<file path="config.mk">
export PLATFORM = sky130hd
export DESIGN_NAME = dppc_port_power
export DESIGN_NICKNAME = d
export VERILOG_FILES = /design/src/logic/dppc_pkg.sv /design/src/logic/dppc_sync_if.sv /design/src/logic/dppc_sync.sv /design/src/logic/dppc_port_power.sv
export SDC_FILE = /design/constraint.sdc
export NUM_CORES = 1
export LEC_CHECK = 0
export BUFFER_PORTS_ARGS = -buffer_cell sky130_fd_sc_hd__buf_2
export CAP_MARGIN = 25
export CORE_MARGIN = 5
export CORE_UTILIZATION = 49
export CTS_BUF_LIST = sky130_fd_sc_hd__clkbuf_8 sky130_fd_sc_hd__clkbuf_16
export DETAILED_ROUTE_END_ITERATION = 8
export PLACE_DENSITY_LB_ADDON = 0.08
export SLEW_MARGIN = 30
export SYNTH_ARGS = -nofsm -noshare
export SYNTH_HDL_FRONTEND = slang
export SYNTH_SLANG_ARGS = --single-unit
</file>
<file path="constraint.sdc">
create_clock -name REF_CLK -period 1.7 [get_ports REF_CLK]
set_input_delay 0.085 -clock REF_CLK [delete_from_list [all_inputs] [get_ports REF_CLK]]
set_output_delay 0.085 -clock REF_CLK [all_outputs]
set_load 0.005 [all_outputs]
</file>
<file path="src/logic/dppc_pkg.sv">
// Package for the downstream port power control block.
// Holds port numbering, reset values and input filter constants.
package dppc_pkg;
    localparam int        DPPC_NUM_PORTS   = 3;      // Ports 4, 5 and 6, index 0..2.
    localparam int        DPPC_FIRST_PORT  = 4;
    localparam int        DPPC_NO_SPLIT_IX = 2;      // Port 6 never splits.
    localparam int        DPPC_SYNC_STAGES = 3;
    localparam int        DPPC_OC_SETTLE   = DPPC_SYNC_STAGES + 1; // Cycles a released pin is distrusted.
    localparam logic      DPPC_RST_OE      = 1'b1;   // Pin driven low during reset.
    localparam logic      DPPC_RST_OC      = 1'b0;
    localparam logic      DPPC_PIN_IDLE    = 1'b1;   // Pulled-up level seen after reset.
endpackage

</file>
<file path="src/logic/dppc_sync_if.sv">
// Interface carrying one port's pin sample and its filtered level.
// Assumes one clock domain, shared by all users.
`timescale 1ns/1ns
`default_nettype none
interface dppc_sync_if;
    logic raw;
    logic level;
    logic chg;
    modport filt (input raw, output level, output chg);
    modport user (output raw, input level, input chg);
endinterface
`default_nettype wire

</file>
<file path="src/logic/dppc_sync.sv">
// Three-stage synchroniser with agreement filter for one pin input.
// Assumes the pin is asynchronous to REF_CLK.
`timescale 1ns/1ns
`default_nettype none
module dppc_sync
    import dppc_pkg::*;
(
    // Clock and reset.
    input  wire logic    clk,
    input  wire logic    rst,
    // Pin sample and filtered level.
    dppc_sync_if.filt    s
);
    typedef struct packed {
        logic [DPPC_SYNC_STAGES-1:0] sh;
        logic                        lvl;
        logic                        chg;
    } dppc_sync_st_t;

    dppc_sync_st_t st_q;
    dppc_sync_st_t st_d;

    // Shift the pin in; stages 1 and 2 must agree before the level moves.
    always_comb begin
        st_d     = st_q;
        st_d.sh  = {st_q.sh[DPPC_SYNC_STAGES-2:0], s.raw};
        st_d.chg = 1'b0;
        if (st_q.sh[1] == st_q.sh[2] && st_q.sh[2] != st_q.lvl) begin
            st_d.lvl = st_q.sh[2];
            st_d.chg = 1'b1;
        end
    end

    // Register the state.
    always_ff @(posedge clk) begin
        if (rst) begin
            st_q <= '{sh: {DPPC_SYNC_STAGES{DPPC_PIN_IDLE}}, lvl: DPPC_PIN_IDLE, chg: 1'b0};
        end else begin
            st_q <= st_d;
        end
    end

    assign s.level = st_q.lvl;
    assign s.chg   = st_q.chg;
endmodule
`default_nettype wire

</file>
<file path="src/logic/dppc_port_power.sv">
// Power enable and overcurrent sense logic for downstream ports 4, 5 and 6.
// Assumes the pad supplies the pull-up while output enable is low.
// What this block does
// - Enabled port: pin is input with pull-up, which powers the port.
// - Enabled port: low on pin means overcurrent on that port.
// - Disabled port by config or host: pin drives low.
// - Port 6 pin always covers both USB 2.0 and 3.2 halves.
// - Ports 4, 5: split off covers both halves, split on only 2.0.
// - Disabling the USB 2.0 half also disables the USB 3.0 half.
`timescale 1ns/1ns
`default_nettype none
// ---------------------------------------------------------------
// Module ports
// ---------------------------------------------------------------
module dppc_port_power
    import dppc_pkg::*;
#(
    parameter int NPORT = DPPC_NUM_PORTS
)(
    // Clock and reset.
    input  wire logic             REF_CLK,
    input  wire logic             RESET,
    // Port disables from straps, configuration and host control, plus split mode, bit 0 is port 4.
    input  wire logic [NPORT-1:0] DPLUS_PORT_DISABLE_STRAP,
    input  wire logic [NPORT-1:0] DMINUS_PORT_DISABLE_STRAP,
    input  wire logic [NPORT-1:0] CFG_PORT_DISABLE,
    input  wire logic [NPORT-1:0] HOST_PORT_DISABLE,
    input  wire logic [NPORT-1:0] SPLIT_PORT_MODE,
    // Power and overcurrent pins, three signals each.
    input  wire logic [NPORT-1:0] PORT_POWER_OVERCURRENT_PIN_I,
    output logic      [NPORT-1:0] PORT_POWER_OVERCURRENT_PIN_O,
    output logic      [NPORT-1:0] PORT_POWER_OVERCURRENT_PIN_OE,
    // Per-port status to the hub core.
    output logic      [NPORT-1:0] USB2_HALF_ENABLE,
    output logic      [NPORT-1:0] USB3_HALF_ENABLE,
    output logic      [NPORT-1:0] USB2_OVERCURRENT,
    output logic      [NPORT-1:0] USB3_OVERCURRENT,
    output logic      [NPORT-1:0] OVERCURRENT_EVENT
);
    // ---------------------------------------------------------------
    // State and local signals
    // ---------------------------------------------------------------
    // One packed record holds every flip-flop of this module outside the pin synchronisers.
    typedef struct packed {
        logic [NPORT-1:0]      oe;     // Pin driven low, port power off.
        logic [NPORT-1:0]      oc;     // Qualified overcurrent level.
        logic [NPORT-1:0]      ev;     // One-cycle overcurrent start pulse.
        logic [NPORT-1:0]      split;  // Effective split mode per port.
        logic [NPORT-1:0][2:0] hold;   // Cycles left before the pin is trusted.
    } dppc_st_t;

    dppc_st_t         st_q;
    dppc_st_t         st_d;
    logic [NPORT-1:0] pin_lvl;
    logic [NPORT-1:0] pin_chg;
    logic [NPORT-1:0] disabled;
    logic [NPORT-1:0] split_eff;
    logic [NPORT-1:0] hold_busy;

    // ---------------------------------------------------------------
    // Per-port pin filters and port decode
    // ---------------------------------------------------------------
    // One synchroniser per pin, plus the per-port decode around it.
    for (genvar i = 0; i < NPORT; i++) begin : g_sync
        dppc_sync_if sif ();
        assign sif.raw    = PORT_POWER_OVERCURRENT_PIN_I[i];
        assign pin_lvl[i] = sif.level;
        assign pin_chg[i] = sif.chg;
        dppc_sync u_sync (
            .clk (REF_CLK),
            .rst (RESET),
            .s   (sif)
        );
        // A port is off when both strap halves, config or the host say so.
        assign disabled[i] = (DPLUS_PORT_DISABLE_STRAP[i] & DMINUS_PORT_DISABLE_STRAP[i])
                             | CFG_PORT_DISABLE[i] | HOST_PORT_DISABLE[i];
        // Port 6 ignores the split request.
        assign split_eff[i] = (i == DPPC_NO_SPLIT_IX) ? 1'b0 : SPLIT_PORT_MODE[i];
        // The pin is not trusted while its settle counter runs.
        assign hold_busy[i] = (st_q.hold[i] != 3'h0);
    end

    // ---------------------------------------------------------------
    // Next state
    // ---------------------------------------------------------------
    // While the pin was driven low, the filter has learned a low level.
    // Once the drive is released, the pull-up needs the full synchroniser
    // depth plus the filter step before the filtered level is high again.
    // The settle counter hides that stale low, so re-enabling a port never
    // shows a false overcurrent. A monitor that really holds the pin low
    // is still reported as soon as the counter has run out.
    always_comb begin
        st_d       = st_q;
        st_d.oe    = disabled;
        st_d.split = split_eff;
        for (int j = 0; j < NPORT; j++) begin
            if (st_q.oe[j]) begin
                st_d.hold[j] = 3'(DPPC_OC_SETTLE);
            end else if (hold_busy[j]) begin
                st_d.hold[j] = st_q.hold[j] - 3'h1;
            end
        end
        st_d.oc    = ~pin_lvl & ~st_q.oe & ~disabled & ~hold_busy;
        // The event marks the cycle in which the qualified level rises.
        st_d.ev    = st_d.oc & ~st_q.oc;
    end

    // ---------------------------------------------------------------
    // Registers
    // ---------------------------------------------------------------
    // Register the state; reset drives every pin low.
    always_ff @(posedge REF_CLK) begin
        if (RESET) begin
            st_q <= '{oe: {NPORT{DPPC_RST_OE}}, oc: {NPORT{DPPC_RST_OC}},
                      ev: '0, split: '0, hold: '0};
        end else begin
            st_q <= st_d;
        end
    end

    // ---------------------------------------------------------------
    // Outputs
    // ---------------------------------------------------------------
    // Output drive is always low; the enable alone decides the pin.
    assign PORT_POWER_OVERCURRENT_PIN_O  = '0;
    assign PORT_POWER_OVERCURRENT_PIN_OE = st_q.oe;
    // The USB 3 half follows the USB 2 half when it is disabled.
    assign USB2_HALF_ENABLE  = ~st_q.oe;
    assign USB3_HALF_ENABLE  = ~st_q.oe;
    assign USB2_OVERCURRENT  = st_q.oc;
    assign USB3_OVERCURRENT  = st_q.oc & ~st_q.split;
    assign OVERCURRENT_EVENT = st_q.ev;
endmodule
`default_nettype wire

</file>
### Word-level counts from Yosys, hierarchy flattened

Index checks and enable logic that the tools add are counted.
Widths: inputs -> output; s select.

* bitwise gates (word level): 20
* add/sub/neg operators: 3
* mux-type cells: 6
* reductions and logical operators: 12
* equality and inequality tests: 6

Operators with widths (count)
* $mux 3: 6
* $not 3->3: 6
* $and 3x3->3: 5
* $reduce_bool 3->1: 3
* $sub 3x1->3 const B: 3
* $or 1x1->1: 6
* $reduce_bool 2->1: 3
* $reduce_or 2->1: 3
* $and 1x1->1: 3
* $eq 1x1->1: 3
* $logic_and 1x1->1: 3
* $ne 1x1->1: 3

* register bits: 33
* word-level logic and storage cells: 64

### Longest topological paths before layout

Gate-level depths: netlist (run 1).

* depth in word-level cells: 7
* gate-level depth with buffers: 6
* gate-level depth less buffers: 6

### Hierarchy

A second synthesis (run 1) with hierarchy kept.

* cell total of the unflattened synthesis: 144
* area total of the unflattened synthesis: 1453.9 um^2

Modules (own cells, without submodules)
* dppc_port_power: area an instance 992.2 um^2, seq. area each 400.4 um^2, instances 1, cells an instance 102
* dppc_sync: area an instance 153.9 um^2, seq. area each 100.1 um^2, instances 3, cells an instance 14

### Worst setup path after synthesis (run 1)

OpenSTA, ideal clock, no wires.

* path type: reg-to-reg
* start point: register st_q[0] (netlist bit)
* end point: register st_q[1] (netlist bit)
* path slack: 0.483 ns
* stages on the path, launching flop included: 5
* buffers on the path: 0
* arrival time: 1.102 ns
* path through: dfxtp_1 -> inv_1 -> ha_1 -> ha_1 -> a2111oi_0

* cells in the longest elaborated chain, start to end: 1

RTL lines
* start, declared: RTL line dppc_port_power.sv:52 `dppc_st_t st_q;`
* start signal, assigned: RTL line dppc_port_power.sv:114 `st_q <= '{oe: {NPORT{DPPC_RST_OE}}, oc: {NPORT{DPPC_RST_OC}},`
* start signal, assigned: RTL line dppc_port_power.sv:117 `st_q <= st_d;`
* $sub 3x1->3 or $reduce_bool 3->1 (tied branches): RTL line dppc_port_power.sv:100, dppc_port_power.sv:80

Several ways; a longest one is shown, not always the timed one.
A chain may end at the register's enable or synchronous reset.

### Worst setup path after layout (run 1)

* start point: register st_q[3] (netlist bit)
* end point: register st_q[4] (netlist bit)

The elaborated chain is that of the path after synthesis.

==> results.md, run 1 <==
- Along the worst path, the maximum fanout reaches 5.
- The clock period could shrink to 1.38 ns.
- The delay of the slowest cell on the worst path is 0.39 ns.
- The number of cell instances on the worst register-to-register path is 4.
- The flow ran to the end, and the final reports show no timing, DRC or antenna violations.
- The via count of the first global-routing pass is 907.
- The post-placement cell area is 1430 um^2.
- The final wirelength is 2120 um.
- In this run, CTS created clock tree buffers numbering 5.
- The number of buffers inserted for hold repair after clock tree synthesis is 3.
- The arrival time at the worst endpoint is 1.53 ns.
- The tree built by TritonCTS fans out to 32 sinks.
- After routing the design area is 1550 um^2.
- TritonCTS built the clock tree.
- The library cell used most frequently in the layout, excluding fill and tap cells, is buf_2.
- The largest net degree at the start of global routing is 32.
- The post-synthesis area per instance is 10.0 um^2.
- In the finished design, the share of the clock period the worst path needs comes to 0.811.
- The total of buffers placed on input and output ports is 36.
- The worst setup path is of the flop to flop kind.
- The buffering stage count on the worst path with inverters included is 1.
- The count of nets after finishing is 191.
- Registers take 641 um^2.
- Among all stages on the critical path, the largest delay is contributed by a2111oi_0.
- The worst reg2reg path endpoint is st_q[4].
- The final-report max-slew violation count is 0.
- The number of top-level pins is 41.
- The final weighted congestion in routability-driven placement is 0.701.
- The busiest layer in global routing is met2.
- For this run, the share of the core covered by cells in the final layout is 0.576.
- Measured along the x axis, the die boundary spans 62.2 um.
- The clock transition at the registers of the reported paths is 0.06 ns.
- After the first detailed-routing iteration, the DRC count stood at 27.
- The clock passes through at most 2 buffers.
- For this block, the via count after detailed routing is 894.
- The capturing element type of the critical path is a flop.
- The count of nets left with antenna violations once routing finished came out at 0.
- The fill cell instance count of the final layout is 244.
- The met3 usage is 0.0739.
- Max-cap violations in this run came to 0.
- The core area is 2690 um^2.
- The launching point of the worst reg2reg path is st_q[3].
- The placed wire-length estimate after detailed placement is 1550 um.
- For this configuration, the core starts out at a cell density of 0.496.
- The initial antenna violation count is 0.
- The quantity of gates resized following cts is 0.
- Between clock sinks in the finished design, the worst skew comes to 0.00151 ns.
- The kind of cell with the highest combined delay along the critical path is adder cells.
- Setup repair after global routing left no endpoint under its margin.
- The tightest min-delay check is of the primary input to flop type.
- The number of warning messages in the yosys log is 0.
- The count of inserted antenna diode cells is 0.
- The final-layout setup total negative slack is 0 ns.
- The post-CTS setup repair buffer count is 0.
- The final routed DRC violation total is 0.
- The startpoint identified for the worst hold timing path is SPLIT_PORT_MODE[1].
- The first global-routing pass estimated 3810 um of wire.
- For the worst setup path, the data required time is 1.85 ns.
- Summed over all cells, the static leakage comes to 0.758 nW.
- Of the synthesized area, sequential elements account for 0.481.
- Of the cells placed in the final design, the portion with a size suffix greater than 1 is 0.350.
- The final-report hold violation count was 0.
- For met1 alone, demand over resource in global routing was 0.126.
- The overall die area is 3860 um^2.
- The end point of the most critical hold path is st_q[10].
- The flop and latch count out of synthesis is 32.
- In the final routed layout, each cell accounts on average for 10.9 um.
- Counting instances, the worst hold path has a depth of 2.
- In the final layout, the multi-input gates occupy 509 um^2.
- The floorplan has 19 rows.
- The cell area that synthesis handed to floorplanning was 1330 um^2.
- The critical path runs through a total of 4 cells.
- The critical path goes through inv_1 > ha_1 > ha_1 > a2111oi_0.
- The total overflow left after global routing is 0.
- In this design, the critical path's most frequently occurring cell is ha_1.
- The number of H-tree branching levels is 2.
- The library cells used most frequently in the layout, excluding fill and tap cells, are buf_2 (36), dfxtp_1 (32), inv_1 (15).
- For this run, global-route usage on met2 was measured as 0.192.
- Setup violations remaining at the end of the flow were counted as 0.
- STA classifies the critical path startpoint as a flop.
- The overall power after layout is 0.00146 W.
- The gate count of the mapped netlist is 133.
- The maximum resistive drop on vdd is 0.684 mV.
- Based on the critical path, the design can be clocked at up to 726 MHz.
- Relative to the synthesized area, the layout overhead comes to 16.1%.
- The first-pass iteration count of the detailed router is 3.
- The clock reaches the later pin of the worst-skew pair after 0.28 ns.
- The y dimension of the die is 62.2 um.
- Power spread over the standard cell area amounts to 946 nW/um^2.
- Synthesis instantiated 23 different standard cells from the library.
- The detail-routed via count per cell is 4.61.
- The root buffer cell chosen for the clock tree is clkbuf_8.
- The worst-case register-to-register setup slack is 0.32 ns.
- The global-route usage over all layers is 0.123.
-- layer usage --
metal,share of wire,up-vias
met4,0.011,0
met1,0.43,392
met5,0,-
met2,0.45,29
met3,0.10,2
li1,-,471
-- cell families (layout without fill, tap and decap cells) --
family	Yosys count	in the layout	synth area share
xor+xnor	3	3	0.0197
mux	3	3	0.0225
flops	32	32	0.481
fa+ha+maj	9	9	0.0845
other cells	1	3	0.00281
buf+inv	34	62	0.143
simple gates	35	35	0.159
compound gates	16	16	0.0883
-- cell type report --
cell class | instances | share of cell area
clock buffer | 6 | 0.0534
sequential | 32 | 0.414
clock inverter | 2 | 0.00647
multi-input combinational | 69 | 0.329
tap | 31 | 0.0251
inverter | 15 | 0.0364
timing repair buffer | 39 | 0.136
-- how the worst max path moves through the flow --
stage	from	to
final	st_q[3]	st_q[4]
after CTS	st_q[3]	st_q[4]
after detailed placement	st_q[3]	st_q[4]
after global placement	st_q[3]	st_q[4]
after global routing	st_q[3]	st_q[4]
after floorplan	st_q[0]	st_q[1]
-- state kept, by name, summed over array words and instances (netlist names) --
name and cells:
st_q 11, g_sync.u_sync.st_d 6, OVERCURRENT_EVENT 3, PORT_POWER_OVERCURRENT_PIN_OE 3
USB2_OVERCURRENT 3, g_sync.u_sync.s.level 3, g_sync.u_sync.st_q 3
-- power breakdown --
group          internal, W  switching, W
registers         0.000771     0.0000128
logic            0.0000531     0.0000468
clock network     0.000322      0.000259
total              0.00115      0.000318
-- synthesized netlist by cell type --
library cell	instances	area share
a2111o_1	1	0.0085
a2111oi_0	3	0.020
a211o_1	2	0.013
a211o_2	1	0.0075
a21oi_1	6	0.023
buf_2	2	0.0075
buf_4	16	0.090
clkbuf_1	1	0.0028
conb_1	1	0.0028
dfxtp_1	32	0.48
ha_1	9	0.085
inv_1	15	0.042
mux2i_1	3	0.023
nand2b_1	3	0.014
nor2_1	3	0.0085
nor2b_1	7	0.033
nor3_1	5	0.019
nor4_1	3	0.014
nor4_2	1	0.0094
o21bai_1	3	0.017
or2_2	11	0.052
or3_1	2	0.0094
xor2_1	3	0.020
-- stage by stage --
stage / hold WS, ns / setup WS (ns) / instances
after CTS: 0.00212 / 0.274 / 194
after floorplan: 0.189 / 0.483 / 135
after global placement: 0.268 / 0.408 / 183
after detailed placement: 0.271 / 0.291 / 183
final: 0.0190 / 0.322 / 194
after global routing: 0.0245 / 0.142 / 194
Note: power is estimated with default switching activity, not from simulation.
==> inputs of run 2 (changes only) <==
ABC_AREA = 1   (was unset)
CORE_UTILIZATION = 45   (was 49)
clock period = 1.2 ns   (was 1.7 ns; I/O delays follow)
==> results.md, run 2 <==
- Status: completed (unchanged).
- The number of nets with antenna violations after routing is 0 (unchanged).
- The top flip-flop cell by instance count after synthesis was dfxtp_1 (unchanged).
- The number of violations of the max-capacitance limit is 0 (unchanged).
- The fraction of synthesized cell area taken by the top area cell type came to 0.483 (was 0.481).
- The CTS tree is yes (unchanged).
- The number of sinks driven by the clock tree is 32 (unchanged).
- The core area is 2780 um^2 (was 2690 um^2).
- The number of top-level pins came to 41 (unchanged).
- The worst setup slack after placement is -0.0519 ns (was 0.291 ns).
- The leakage power summed over all cells is 0.829 nW (was 0.758 nW).
- The cell type with the largest total area after synthesis is dfxtp_1 (unchanged).
- The area used by multi-input combinational logic is 552 um^2 (was 509 um^2).
- The cell with the most instances after synthesis is dfxtp_1 (unchanged).
- The detail-routed via count per cell came to 4.54 (was 4.61).
- The area added between synthesis and finish is 29.5% (was 16.1%).
- The row count is 19 (unchanged).
- The buffer type at the clock tree root was clkbuf_8 (unchanged).
- The total of buffers placed on input and output ports was 36 (unchanged).
- The critical path required time was 1.37 ns (was 1.85 ns).
- The count of inserted antenna diode cells is 0 (unchanged).
- The gate count of the mapped netlist is 153 (was 133).
- The initial cell density of the core is 0.477 (was 0.496).
- The highest attainable clock frequency is 902 MHz (was 726 MHz).
- The number of H-tree branching levels is 2 (unchanged).
- The share of the cycle needed by the critical path after routing was 0.924 (was 0.811).
- The power density of the placed cells was 1220 nW/um^2 (was 946 nW/um^2).
- Commonest cells in the synthesized netlist: dfxtp_1 (32), inv_1 (23), buf_4 (16) (was dfxtp_1 (32), buf_4 (16), inv_1 (15)).
- The total number of vias is 1022 (was 894).
- The largest net degree at the start of global routing is 22 (was 32).
- The maximum resistive drop on vdd is 1.03 mV (was 0.684 mV).
- The count of nets after finishing is 222 (was 191).
- The worst setup skew after layout is 0.00271 ns (was 0.00151 ns).
- The via count of the first global-routing pass came to 964 (was 907).
- The final-report max-slew violation count is 0 (unchanged).
- The launch point of the worst path is st_q[4] (was st_q[3]).
- The count of different cell masters after synthesis is 18 (was 23).
- The x dimension of the die came to 64.3 um (was 62.2 um).
- The slack of the critical path was 0.0916 ns (was 0.322 ns).
- The CTS buffer count is 5 (unchanged).
- The count of flip-flops with a built-in enable after synthesis is 0 (unchanged).
- The post-synthesis area per instance is 8.68 um^2 (was 10.0 um^2).
- The most common cell after layout, fill and taps aside was buf_2 (unchanged).
- The initial antenna violation count is 0 (unchanged).
- The global-route usage over all layers is 0.119 (was 0.123).
- The share of final-layout standard cells stronger than drive strength 1 is 0.361 (was 0.350).
- The overall power after layout was 0.00209 W (was 0.00146 W).
- The number of flip-flops in the largest register was 11 (unchanged).
- The flip-flop and latch area is 644 um^2 (was 641 um^2).
- The first-pass GRT wire length was 3860 um (was 3810 um).
- The clock transition at the registers of the reported paths is 0.06 ns (about the same).
- The flop and latch count out of synthesis is 32 (unchanged).
- The placed wire-length estimate after detailed placement is 1610 um (was 1550 um).
- The y dimension of the die was 64.3 um (was 62.2 um).
- The arrival time at the worst endpoint is 1.28 ns (was 1.53 ns).
- The final routed DRC violation total was 0 (unchanged).
- The overall die area is 4140 um^2 (was 3860 um^2).
- The sequential cell area fraction in the yosys report is 0.483 (was 0.481).
- Top cells by area, synth: dfxtp_1 (48%), buf_4 (9.0%), ha_1 (8.5%), inv_1 (6.5%), a21oi_1 (5.7%) (was dfxtp_1 (48%), buf_4 (9.0%), ha_1 (8.5%), or2_2 (5.2%), inv_1 (4.2%)).
- The total standard cell area after synthesis was 1330 um^2 (about the same).
- The first-pass iteration count of the detailed router is 4 (was 3).
- The launching point of the worst reg2reg path was st_q[4] (was st_q[3]).
- The clock latency on the worst-skew pair is 0.28 ns (about the same).
- The maximum fanout along the worst path was 6 (was 5).
- The number of warning messages in the yosys log is 0 (unchanged).
- The total overflow reported by the global router is 0 (unchanged).
- The number of cell instances on the worst register-to-register path came to 7 (was 4).
- The worst hold path class is primary input to flop (unchanged).
- The worst-case register-to-register setup slack was 0.09 ns (was 0.32 ns).
- The worst reg2reg path endpoint is OVERCURRENT_EVENT[1] (was st_q[4]).
- The final-report hold violation count is 0 (unchanged).
- The register with the most flip-flops is st_q (unchanged).
- The average wire length per cell after detail routing came to 10.4 um (was 10.9 um).
- The end point of the critical path is OVERCURRENT_EVENT[1] (was st_q[4]).
- The setup violation total in the final timing report is 0 (unchanged).
- The class of the most critical setup path is flop to flop (unchanged).
- The category of the worst setup path launch point is a flop (unchanged).
- The initial detailed-routing violation count is 21 (was 27).
- The post-synthesis async set-or-reset flop share is 0 (unchanged).
- The final weighted congestion in routability-driven placement is 0.698 (was 0.701).
- Most used cells in the layout excluding fill and tap cells: buf_2 (36), dfxtp_1 (29), inv_1 (21) (was buf_2 (36), dfxtp_1 (32), inv_1 (15)).
- The post-layout minimum cycle time is 1.11 ns (was 1.38 ns).
- The fill cell instance count of the final layout was 265 (was 244).
- The capturing element type of the critical path is a flop (unchanged).
- The final wirelength is 2340 um (was 2120 um).
- The maximum root-to-sink buffer count is 2 (unchanged).
## run 2: cell types whose count changed after synthesis, moves of 4 or more
cell     before  now
o21ai_1       0    4
inv_1        15   23
nor2b_1       7    0
nor3_1        5    1
nor2_1        3   14
a21oi_1       6   15
o21ai_0       0    5
nand2_1       0   15
## run 2: worst min-delay path by stage
stage | to | cells after the start | slack (ns) | startpoint
floorplan | g_sync[0].u_sync.st_d[3] | 1 | 0.16 | PORT_POWER_OVERCURRENT_PIN_I[0]
global placement | g_sync[0].u_sync.st_d[3] | 2 | 0.24 | PORT_POWER_OVERCURRENT_PIN_I[0]
detailed placement | g_sync[2].u_sync.st_d[3] | 2 | 0.25 | PORT_POWER_OVERCURRENT_PIN_I[2]
CTS | PORT_POWER_OVERCURRENT_PIN_OE[0] | 3 | 0.01 | DMINUS_PORT_DISABLE_STRAP[0]
global route | PORT_POWER_OVERCURRENT_PIN_OE[1] | 3 | 0.03 | DMINUS_PORT_DISABLE_STRAP[1]
finish | PORT_POWER_OVERCURRENT_PIN_OE[1] | 3 | 0.01 | DMINUS_PORT_DISABLE_STRAP[1]
## run 2: cells by family after synthesis
logic type,Yosys count,synth area share
DFF,32,0.483
buffers and inverters,41,0.168
AOI/OAI and AO/OA,24,0.0905
and+or+nand+nor,46,0.172
adders and majority gates,9,0.0848
other,1,0.00282
## run 2: worst max-delay path, stage by stage, from the launching register on
cell     delay [ns]
dfxtp_1        0.33
inv_1          0.07
ha_4           0.17
ha_4           0.16
inv_2          0.09
nor2_1         0.05
nand2_1        0.10
nor3_2         0.04
## run 2: layer usage
layer | up-vias | GRT usage | share of wire | routed length [um]
met5 | - | 0 | 0 | 0
met4 | 0 | 0.0534 | 0.018 | 42
met3 | 6 | 0.0613 | 0.076 | 177
met2 | 21 | 0.209 | 0.51 | 1180
met1 | 462 | 0.114 | 0.40 | 932
li1 | 533 | - | - | -
## run 2: cell type report
type | instances | share of cell area
Clock buffer | 6 | 0.0480
Clock inverter | 2 | 0.00437
Inverter | 23 | 0.0517
Multi-Input combinational cell | 82 | 0.321
Sequential cell | 32 | 0.375
Tap cell | 31 | 0.0226
Timing Repair Buffer | 49 | 0.178
## run 2: report_power, final
group / internal (W) / switching (W) / leakage (nW) / total (W)
sequential: 0.00109 / 0.0000169 / 0.264 / 0.00111
combinational: 0.0000954 / 0.0000835 / 0.512 / 0.000179
clock: 0.000449 / 0.000354 / 0.0538 / 0.000803
total: 0.00164 / 0.000454 / 0.829 / 0.00209
## run 2: per-stage QoR
step	setup TNS [ns]	instances	instance area (um^2)	util	hold slack [ns]
after floorplan	0	155	1340	-	0.164
after global placement	0	205	1430	0.512	0.242
after detailed placement	-0.276	205	1430	0.512	0.247
after CTS	0	224	1630	0.585	0.0108
after global routing	-0.00894	225	1720	0.618	0.0263
final	0	225	1720	0.618	0.0147
## run 2: timing repair
item / 4_1_cts / 5_1_grt
endpoints found under the hold margin: 8 / 0
gates resized for setup: 4 / 17
pin swaps: 0 / 4
gates cloned: 0 / 0
buffers inserted: 0 / 1
hold buffers: 11 / 0
endpoints found under the setup margin: 13 / 15
